### src/core/pmt_pkg.sv
// constants shared by the period match timer and its scaler
// assumes a single 125 MHz system clock that also stands for the oscillator
package pmt_pkg;

	// =========================================================
	// register bus
	localparam int          ADDR_W       = 8;
	localparam int          DATA_W       = 8;
	localparam logic [7:0]  OFF_COUNT    = 8'h00;
	localparam logic [7:0]  OFF_PERIOD   = 8'h01;
	localparam logic [7:0]  OFF_CONTROL  = 8'h02;
	localparam logic [7:0]  OFF_STATUS   = 8'h03;
	localparam logic [7:0]  OFF_MASK     = 8'h04;

	// =========================================================
	// control field layout
	localparam int          PRE_LSB      = 0;
	localparam int          PRE_W        = 2;
	localparam int          POST_LSB     = 2;
	localparam int          POST_W       = 4;
	localparam int          CTRL_W       = PRE_W + POST_W;
	localparam int          IRQ_BIT      = 0;

	// =========================================================
	// reset values
	localparam logic [7:0]  COUNT_RST    = 8'h00;
	localparam logic [7:0]  PERIOD_RST   = 8'hff;
	localparam logic [5:0]  CONTROL_RST  = 6'h00;

	// =========================================================
	// clock division
	localparam int          INSTR_DIV    = 4;
	localparam logic [1:0]  INSTR_LAST   = 2'(INSTR_DIV - 1);
	localparam logic [1:0]  PRE_SEL_DIV1 = 2'h0;
	localparam logic [1:0]  PRE_SEL_DIV4 = 2'h1;
	localparam logic [3:0]  PRE_LAST4    = 4'h3;
	localparam logic [3:0]  PRE_LAST16   = 4'hf;
	localparam logic [3:0]  PRE_RST      = 4'h0;
	localparam logic [3:0]  POST_RST     = 4'h0;

endpackage : pmt_pkg

### src/core/pmt_scale_if.sv
// link between the timer core and its clock scaler
// assumes both ends run on the same system clock
`timescale 1ns/1ps
interface pmt_scale_if;
	import pmt_pkg::*;
	logic             run;   // timer allowed to advance
	logic             clr;   // clear prescale counter
	logic [PRE_W-1:0] sel;   // prescale select
	logic             tick;  // one-cycle timer clock enable

	modport timer  (output run, output clr, output sel, input tick);
	modport scaler (input run, input clr, input sel, output tick);
endinterface : pmt_scale_if

### src/core/pmt_scaler.sv
// instruction clock divider and prescale counter of the period timer
// assumes run and clr come from logic on the same clock
`timescale 1ns/1ps
module pmt_scaler
	import pmt_pkg::*;
(
	input  wire logic  CLK_SYS,  // system clock
	input  wire logic  RESETN,   // async reset, low
	pmt_scale_if.scaler sc       // timer side
);

	// =========================================================
	// instruction clock
	logic [1:0] div_cnt;
	logic [3:0] pre_cnt;
	wire        instr_tick = sc.run && (div_cnt == INSTR_LAST);

	always_ff @(posedge CLK_SYS or negedge RESETN) begin
		if (!RESETN)
			div_cnt <= 2'h0;
		else if (sc.run)
			div_cnt <= div_cnt + 2'h1;
	end

	// =========================================================
	// prescaler
	wire pre_done = (sc.sel == PRE_SEL_DIV1) ? 1'b1 :
	                (sc.sel == PRE_SEL_DIV4) ? ((pre_cnt & PRE_LAST4) == PRE_LAST4) :
	                (pre_cnt == PRE_LAST16);

	assign sc.tick = instr_tick && pre_done;

	always_ff @(posedge CLK_SYS or negedge RESETN) begin
		if (!RESETN)
			pre_cnt <= PRE_RST;
		else if (sc.clr)
			pre_cnt <= PRE_RST;
		else if (instr_tick)
			pre_cnt <= pre_cnt + 4'h1;
	end

	// =========================================================
	// checks
	a_div1_direct: assert property (@(posedge CLK_SYS) disable iff (!RESETN)
		(instr_tick && sc.sel == PRE_SEL_DIV1) |-> sc.tick)
		else $error("divide by one missed a tick");
	a_pre_clear: assert property (@(posedge CLK_SYS) disable iff (!RESETN)
		sc.clr |=> pre_cnt == PRE_RST)
		else $error("prescale counter not cleared");
	a_instr_rate: assert property (@(posedge CLK_SYS) disable iff (!RESETN)
		(instr_tick && sc.run) ##1 sc.run [*3] |-> !instr_tick && $past(!instr_tick))
		else $error("instruction tick faster than a quarter");

endmodule : pmt_scaler

### src/core/pmt_timer.sv
// period match timer: 8-bit count, period compare, pre and post scaling
// assumes the register port and DEV_RESET, SLEEP come from the same clock
//
// The address map and the plain strobed port were left to the implementer.
`timescale 1ns/1ps
module pmt_timer
	import pmt_pkg::*;
(
	input  wire logic              CLK_SYS,    // system clock, 125 MHz
	input  wire logic              RESETN,     // async reset, low
	input  wire logic              DEV_RESET,  // sync device reset pulse, high
	input  wire logic              SLEEP,      // processor asleep, high
	input  wire logic [ADDR_W-1:0] ADDR,       // register address
	input  wire logic [DATA_W-1:0] WDATA,      // write data
	input  wire logic              WR,         // write strobe
	input  wire logic              RD,         // read strobe
	output      logic [DATA_W-1:0] RDATA,      // read data, cycle after RD
	output      logic              MATCH_OUT,  // unscaled match pulse
	output      logic              IRQ         // interrupt request, high
);

	// =========================================================
	// address decode
	function automatic logic hit(input logic [ADDR_W-1:0] a, input logic [ADDR_W-1:0] off);
		hit = (a == off);
	endfunction : hit

	wire wr_count  = WR && hit(ADDR, OFF_COUNT);
	wire wr_period = WR && hit(ADDR, OFF_PERIOD);
	wire wr_ctrl   = WR && hit(ADDR, OFF_CONTROL);
	wire wr_mask   = WR && hit(ADDR, OFF_MASK);
	wire rd_status = RD && hit(ADDR, OFF_STATUS);

	// =========================================================
	// state
	logic [7:0]        timer_count;
	logic [7:0]        period_value;
	logic [CTRL_W-1:0] timer_control;
	logic [3:0]        post_cnt;
	logic              match_irq_flag;
	logic              match_irq_enable;

	wire [PRE_W-1:0]  prescale_select  = timer_control[PRE_LSB +: PRE_W];
	wire [POST_W-1:0] postscale_select = timer_control[POST_LSB +: POST_W];

	// =========================================================
	// scaler
	pmt_scale_if sc_if ();

	assign sc_if.run = !SLEEP;
	assign sc_if.clr = wr_count || wr_ctrl || DEV_RESET;
	assign sc_if.sel = prescale_select;

	pmt_scaler u_scaler (
		.CLK_SYS (CLK_SYS),
		.RESETN  (RESETN),
		.sc      (sc_if.scaler)
	);

	wire tick      = sc_if.tick;
	wire is_match  = (timer_count == period_value);
	wire match_ev  = tick && is_match && !wr_count;
	wire post_term = match_ev && (post_cnt == postscale_select);

	// =========================================================
	// count and period
	// a count write beats a tick landing in the same cycle
	always_ff @(posedge CLK_SYS or negedge RESETN) begin
		if (!RESETN)
			timer_count <= COUNT_RST;
		else if (DEV_RESET)
			timer_count <= COUNT_RST;
		else if (wr_count)
			timer_count <= WDATA;
		else if (match_ev)
			timer_count <= COUNT_RST;
		else if (tick)
			timer_count <= timer_count + 8'h01;
	end

	always_ff @(posedge CLK_SYS or negedge RESETN) begin
		if (!RESETN)
			period_value <= PERIOD_RST;
		else if (DEV_RESET)
			period_value <= PERIOD_RST;
		else if (wr_period)
			period_value <= WDATA;
	end

	// control write never touches the count
	always_ff @(posedge CLK_SYS or negedge RESETN) begin
		if (!RESETN)
			timer_control <= CONTROL_RST;
		else if (DEV_RESET)
			timer_control <= CONTROL_RST;
		else if (wr_ctrl)
			timer_control <= WDATA[CTRL_W-1:0];
	end

	// =========================================================
	// match output and postscaler
	always_ff @(posedge CLK_SYS or negedge RESETN) begin
		if (!RESETN)
			MATCH_OUT <= 1'b0;
		else
			MATCH_OUT <= match_ev && !DEV_RESET;
	end

	always_ff @(posedge CLK_SYS or negedge RESETN) begin
		if (!RESETN)
			post_cnt <= POST_RST;
		else if (sc_if.clr)
			post_cnt <= POST_RST;
		else if (post_term)
			post_cnt <= POST_RST;
		else if (match_ev)
			post_cnt <= post_cnt + 4'h1;
	end

	// =========================================================
	// interrupt
	// set wins over the clear of a status read in the same cycle
	always_ff @(posedge CLK_SYS or negedge RESETN) begin
		if (!RESETN)
			match_irq_flag <= 1'b0;
		else if (DEV_RESET)
			match_irq_flag <= 1'b0;
		else if (post_term)
			match_irq_flag <= 1'b1;
		else if (rd_status)
			match_irq_flag <= 1'b0;
	end

	always_ff @(posedge CLK_SYS or negedge RESETN) begin
		if (!RESETN)
			match_irq_enable <= 1'b0;
		else if (DEV_RESET)
			match_irq_enable <= 1'b0;
		else if (wr_mask)
			match_irq_enable <= WDATA[IRQ_BIT];
	end

	assign IRQ = match_irq_flag && match_irq_enable;

	// =========================================================
	// read port
	logic [DATA_W-1:0] next_rdata;

	always_comb begin
		next_rdata = '0;
		unique case (1'b1)
			hit(ADDR, OFF_COUNT):   next_rdata = timer_count;
			hit(ADDR, OFF_PERIOD):  next_rdata = period_value;
			hit(ADDR, OFF_CONTROL): next_rdata[CTRL_W-1:0] = timer_control;
			hit(ADDR, OFF_STATUS):  next_rdata[IRQ_BIT] = match_irq_flag;
			hit(ADDR, OFF_MASK):    next_rdata[IRQ_BIT] = match_irq_enable;
			default:                next_rdata = '0;
		endcase
	end

	// unmapped reads return zero; data only in the cycle after RD
	always_ff @(posedge CLK_SYS or negedge RESETN) begin
		if (!RESETN)
			RDATA <= '0;
		else if (RD)
			RDATA <= next_rdata;
		else
			RDATA <= '0;
	end

	// =========================================================
	// checks
	a_match_clears: assert property (@(posedge CLK_SYS) disable iff (!RESETN)
		(tick && is_match && !WR && !DEV_RESET) |=> MATCH_OUT && timer_count == COUNT_RST)
		else $error("match did not clear the count");
	a_count_step: assert property (@(posedge CLK_SYS) disable iff (!RESETN)
		(tick && !is_match && !WR && !DEV_RESET) |=> timer_count == $past(timer_count) + 8'h01)
		else $error("count did not advance on tick");
	a_sleep_freeze: assert property (@(posedge CLK_SYS) disable iff (!RESETN)
		(SLEEP && !WR && !DEV_RESET) |=> $stable(timer_count) && $stable(period_value))
		else $error("timer moved during sleep");
	a_dev_reset: assert property (@(posedge CLK_SYS) disable iff (!RESETN)
		DEV_RESET |=> timer_count == COUNT_RST && period_value == PERIOD_RST && post_cnt == POST_RST)
		else $error("device reset values wrong");
	a_ctrl_keeps: assert property (@(posedge CLK_SYS) disable iff (!RESETN)
		(wr_ctrl && !tick && !DEV_RESET) |=> $stable(timer_count) && post_cnt == POST_RST)
		else $error("control write disturbed count or left postscaler");
	a_irq_gate: assert property (@(posedge CLK_SYS) disable iff (!RESETN)
		!match_irq_enable |-> !IRQ)
		else $error("interrupt raised while disabled");
	a_post_flag: assert property (@(posedge CLK_SYS) disable iff (!RESETN)
		(match_ev && post_cnt == postscale_select && !DEV_RESET) |=> match_irq_flag && post_cnt == POST_RST)
		else $error("postscaler terminal missed the flag");
	a_post_count: assert property (@(posedge CLK_SYS) disable iff (!RESETN)
		(match_ev && post_cnt != postscale_select && !sc_if.clr) |=> post_cnt == $past(post_cnt) + 4'h1 && !$rose(match_irq_flag))
		else $error("postscaler step wrong");
	a_flag_sticky: assert property (@(posedge CLK_SYS) disable iff (!RESETN)
		(match_irq_flag && !rd_status && !DEV_RESET) |=> match_irq_flag)
		else $error("match flag dropped without a read");
	a_read_timing: assert property (@(posedge CLK_SYS) disable iff (!RESETN)
		(RD && hit(ADDR, OFF_PERIOD) && !DEV_RESET) |=> RDATA == $past(period_value))
		else $error("period readback wrong");

endmodule : pmt_timer

### config.mk
export PLATFORM = sky130hd
export DESIGN_NAME = pmt_timer
export DESIGN_NICKNAME = d
export VERILOG_FILES = /design/src/core/pmt_pkg.sv /design/src/core/pmt_scale_if.sv /design/src/core/pmt_scaler.sv /design/src/core/pmt_timer.sv
export SDC_FILE = /design/constraint.sdc
export NUM_CORES = 1
export LEC_CHECK = 0
export BUFFER_PORTS_ARGS = -buffer_cell sky130_fd_sc_hd__buf_4
export CORE_UTILIZATION = 62
export CTS_CLUSTER_SIZE = 12
export DETAILED_ROUTE_END_ITERATION = 7
export PLACE_DENSITY = 0.93
export RECOVER_POWER = 25
export SLEW_MARGIN = 30
export SYNTH_ARGS = -nofsm -noshare
export SYNTH_HDL_FRONTEND = slang
export SYNTH_HIERARCHICAL = 1
export SYNTH_SLANG_ARGS = --single-unit
### constraint.sdc
create_clock -name CLK_SYS -period 4.4 [get_ports CLK_SYS]
set_input_delay 0.22 -clock CLK_SYS [delete_from_list [all_inputs] [get_ports CLK_SYS]]
set_output_delay 0.22 -clock CLK_SYS [all_outputs]
set_load 0.02 [all_outputs]
* After elaboration in Yosys (flattened, before gate mapping) *
Index checks and enable logic that the tools add are counted.

storage, ports and cells
  register bits = 43
  input port bits = 22
  output and inout port bits = 10

operators by class
  add/sub/neg operators = 4
  equality and inequality tests = 10
  muxes and demuxes = 24
  reductions and logical operators = 26

operator list
  kind                                                                   number
  8-bit 2-to-1 mux                                                       7
  4-bit 2-to-1 mux                                                       5
  8-bit by 2-bit equality test with 1-bit output, second input constant  2
  5-bit one-hot mux with 3 select lines                                  1
  1-bit logical AND                                                      12
  6-bit 2-to-1 mux                                                       2
  4-bit by 1-bit adder with 4-bit output, second input constant          2
  8-bit by 1-bit adder with 8-bit output, second input constant          1
  8-bit by 1-bit equality test with 1-bit output, second input constant  1
  8-bit by 3-bit equality test with 1-bit output, second input constant  1
  8-bit equality test                                                    1
  8-bit zero test                                                        1
  2-bit nonzero test                                                     4
  1-bit 2-to-1 mux                                                       7
  3-bit nonzero test                                                     2
  1-bit one-hot mux with 5 select lines                                  1
  2-bit equality test, second input constant                             2
  4-bit equality test                                                    1
  4-bit equality test, second input constant                             1
  2-bit one-hot mux with 2 select lines                                  1
  4-bit nonzero test                                                     1
  1-bit zero test                                                        3
  2-bit by 1-bit adder with 2-bit output, second input constant          1
  2-bit by 1-bit equality test with 1-bit output, second input constant  1
  2 further kinds                                                        3

* Logic depth before layout (Yosys ltp) *
  depth after elaboration = 9
  depth in mapped cells = 9
  depth with buffers taken out = 7

* Modules after synthesis *
The synthesis kept the hierarchy.

modules (own cells, without submodules)
  module      instances  cells each  area each (µm²)  seq. area each (µm²)
  pmt_timer   1          217         2110.8           935.9
  pmt_scaler  1          27          289.0            150.1

* Worst setup path before layout *
OpenSTA, ideal clock, no wires.

  path type = register to register
  start point = reg u_scaler.div_cnt[0]
  end point = reg post_cnt[2]
  library setup time = 78 ps
  data arrival time = 2361 ps
  setup slack = 1961 ps
  stages on the path, launching flop included = 10
  path buffers = 2
  path through = dfrtp_1 > ha_1 > nand2_2 > nor2_1 > clkbuf_1 > inv_1 > or4b_1 > buf_2 > or4b_1 > a21oi_1

on the way
  word-level cells in the longest chain between the ends = 8

ends and longest elaborated chain
  element                              line               RTL
  start, declared                      pmt_scaler.sv:14   logic [1:0] div_cnt;
  start signal, assigned               pmt_scaler.sv:22   div_cnt <= div_cnt + 2'h1;
  2-bit equality test (*)              pmt_scaler.sv:16   wire instr_tick = sc.run && (div_cnt == INSTR_LAST);
  1-bit logical AND (*)                pmt_scaler.sv:16
  1-bit logical AND (*)                pmt_scaler.sv:31   assign sc.tick = instr_tick && pre_done;
  net sc_if.tick                       pmt_scale_if.sv:9  logic tick;
  1-bit logical AND (*) (2 in series)  pmt_timer.sv:62    wire match_ev = tick && is_match && !wr_count;
  1-bit logical AND                    pmt_timer.sv:63    wire post_term = match_ev && (post_cnt == postscale_select);
  4-bit 2-to-1 mux                     pmt_timer.sv:114   else if (post_term)
  4-bit 2-to-1 mux                     pmt_timer.sv:112   else if (sc_if.clr)
  end signal, assigned                 pmt_timer.sv:117   post_cnt <= post_cnt + 4'h1;
  end, declared                        pmt_timer.sv:39    logic [3:0] post_cnt;

Mark *: on every way through the listed nets, which the timed path passes. The rest lies on a longest branch.
A chain may end at the register's enable or synchronous reset.

* Final worst setup path *
Same ends and word-level chain as after synthesis.

==> results.ini <==
[floorplan]
core_region_area_mm2 = 0.00369
ios = 32
initial_core_util = 0.651
dieArea_mm2 = 0.00412
dieWidth_um = 64.2
num_rows = 22
die_h_um = 64.2

[timing]
fin_skew_ns = 0.00756
max-slew-margin-rel = -0.498
hold_viol_final = 0
period_minus_slack_ns = 2.91
setup_viol = 0
drv_slew = 44
fin_setup_tns_ns = 0
fmax_mhz = 343
finalWorstSetupSlack_ns = 1.49
rsz0062_at_grt = no
worst_pin_slew_ns = 2.25
finalCritPeriodShare = 0.662

[grt]
overflow = 0
grt_first_pass_wirelength_um = 8800
grt_start_max_net_pins = 44
grt_pass1_vias = 1892
grtUsageTotal = 0.282
antenna_found_initial = 0

[critical_path]
crit_end = post_cnt[2]$_DFFE_PN0P_
critical_path_class = reg2reg
crit_arrival_ns = 3.15
critPathCaptureType = register
ff2ff_path_depth = 7
start_kind = register
cp_max_fo = 9
worstPathRequired_ns = 4.63
ff2ff_setup_slack_ns = 1.49
worst_r2r_endpoint = post_cnt[2]$_DFFE_PN0P_
timing.rr.start = u_scaler/div_cnt[0]$_DFFE_PN0P_
startpoint = u_scaler/div_cnt[0]$_DFFE_PN0P_

[layout]
areaGrowthSynthToFinish_pct = 13.4
drive_above_1_share = 0.221
diodes = 0
fillers = 274
post-route-util = 0.738
fin_nets = 297

[synthesis]
synth_area_leader_cell = dfrtp_1
syn_nets = 270
async_reset_ff_frac = 1.00
yosysWarnings = 6
synth_seq_cells = 43
synth-edff-count = 0
yosys-top-cells-area = dfrtp_1, dfstp_2, nor2_1
synth.top_cell.area_share = 0.365
syn_inst = 244
yosysSeqAreaShare = 0.453
synthMostInstantiatedCell = nor2_1
syn_area_mm2 = 0.00240
syn_area_per_cell_um2 = 9.84
synth_cell_type_count = 48
ys.flop_type = dfrtp_1
synth_commonest_cells = nor2_1, dfrtp_1, inv_1

[power]
power.share.combinational = 0.157
p_int_mw = 0.579
power_frac_seq = 0.536
fin_total_pwr_mw = 0.809
p_sw_mw = 0.230
p_sw_frac = 0.284
power_density_mw_per_mm2 = 297
leakagePower_nw = 1.29
power_frac_clock = 0.308
peakVddDrop_mv = 0.248

[placement]
place_ws_ns = 1.58
gp_congestion = 0.913
port_buffers = 31
hpwl_um = 3690

[clock_tree]
cts_resized = 0
tritoncts = built
cts_max_path_buffers = 2
cts_sinks = 43
cts_buffers = 5
clkLatencyLatePin_ns = 0.30
hold_buffers = 1
clock-root-buffer = clkbuf_8
post_cts_buffers = 0
htree_levels = 2
cts.clk_slew.worst_paths_ns = 0.08

[detailed_routing]
num_vias = 1928
antenna_left = 0
drt_iter0_markers = 220
routedWlPerCell_um = 16.5
routed_via_density = 6.03
first_pass_iters = 4
drc = 0
routed_wl_um = 5280

[status]
outcome = complete, but fails checks
violations = capacitance limit, slew limit

[run]
maxCapViolCount = 1

[min_path]
hold_class = in2reg

[state kept, by name (all words and copies together) (netlist names)]
register,cells
period_value,8
timer_count,8
post_cnt,4
u_scaler/div_cnt,2
MATCH_OUT,1
match_irq_flag,1
u_scaler/pre_cnt,4
timer_control,6
match_irq_enable,1
RDATA,8
[final cells by class]
cell class | count | area, um2 | share of cell area
tap | 48 | 60.1 | 0.0221
timing repair buffer | 32 | 239 | 0.0878
sequential | 43 | 1090 | 0.399
clock inverter | 2 | 12.5 | 0.00460
clock buffer | 6 | 72.6 | 0.0267
inverter | 15 | 56.3 | 0.0207
multi-input combinational | 174 | 1190 | 0.439
[how the worst min path moves through the flow]
stage           start                              end  slack, ns  cells after the start
4_1_cts            RD               RDATA[0]$_DFF_PN0_       0.14                      2
3_5_place_dp   RESETN  u_scaler/pre_cnt[3]$_DFFE_PN0P_       0.24                      1
5_1_grt            RD               RDATA[0]$_DFF_PN0_       0.17                      2
3_3_place_gp   RESETN  u_scaler/pre_cnt[2]$_DFFE_PN0P_       0.23                      1
6_report           RD               RDATA[0]$_DFF_PN0_       0.15                      2
2_1_floorplan  RESETN              MATCH_OUT$_DFF_PN0_      -0.08                      0
[cell usage in the layout (no fill, tap or decap), types with 2 or more instances in the layout]
cell | netlist | layout
ha_1 | 4 | 4
mux2i_1 | 13 | 13
xor2_1 | 7 | 7
o211ai_1 | 3 | 3
or3_1 | 2 | 2
nor3_1 | 5 | 5
nand4b_1 | 2 | 2
nor2_1 | 40 | 40
a211oi_1 | 2 | 2
nand2_1 | 12 | 12
o221a_2 | 3 | 3
nand4_1 | 3 | 3
a211o_1 | 8 | 8
inv_1 | 15 | 15
a31oi_1 | 2 | 2
xnor2_1 | 9 | 9
a21oi_1 | 13 | 13
nor4_1 | 2 | 2
buf_4 | 0 | 30
a311oi_1 | 3 | 3
dfstp_2 | 8 | 8
nand3_1 | 7 | 7
clkbuf_1 | 5 | 2
or4_1 | 3 | 3
dfrtp_1 | 35 | 35
nor2b_1 | 3 | 3
o21ai_0 | 4 | 4
xnor2_2 | 3 | 3
nand4_2 | 2 | 2
mux2_2 | 2 | 2
clkbuf_8 | 0 | 5
or4b_1 | 2 | 2
[logic make-up (layout without fill, tap and decap cells)]
group,Yosys count,count (layout),share of synthesized area
simple gates,91,91,0.194
compound gates,44,44,0.131
flops,43,43,0.453
buf+inv,27,55,0.0495
xor+xnor,19,19,0.0787
mux,16,16,0.0730
fa+ha+maj,4,4,0.0209
[power groups by stage]
stage | logic [mW] | clock network (mW) | registers, mW
floorplan | 0.0866 | 0 | 0.433
global placement | 0.118 | 0 | 0.439
detailed placement | 0.124 | 0 | 0.440
CTS | 0.128 | 0.252 | 0.433
global route | 0.140 | 0.268 | 0.436
finish | 0.127 | 0.249 | 0.433
[per-stage QoR]
stage	area (um2)	hold slack [ns]	std cells
6_report	2720	0.145	320
5_1_grt	2720	0.170	320
4_1_cts	2730	0.142	320
3_5_place_dp	2630	0.237	311
3_3_place_gp	2630	0.232	311
2_1_floorplan	2400	-0.0756	244
[worst max-delay path, cell delays in order, from the launching register on]
cell and delay (ns):
dfrtp_1 0.37, ha_1 0.22, nand2_2 0.10, nor2_1 0.50, inv_1 0.24, or4b_1 0.72
or4b_1 0.54, a21oi_1 0.15
[layer usage]
| layer | part of all wire | track usage |
|---|---|---|
| met1 | 0.42 | 0.379 |
| met2 | 0.50 | 0.457 |
| met3 | 0.048 | 0.0500 |
| met4 | 0.024 | 0.106 |
| met5 | 0 | 0 |
(Power assumes the default switching activity.)
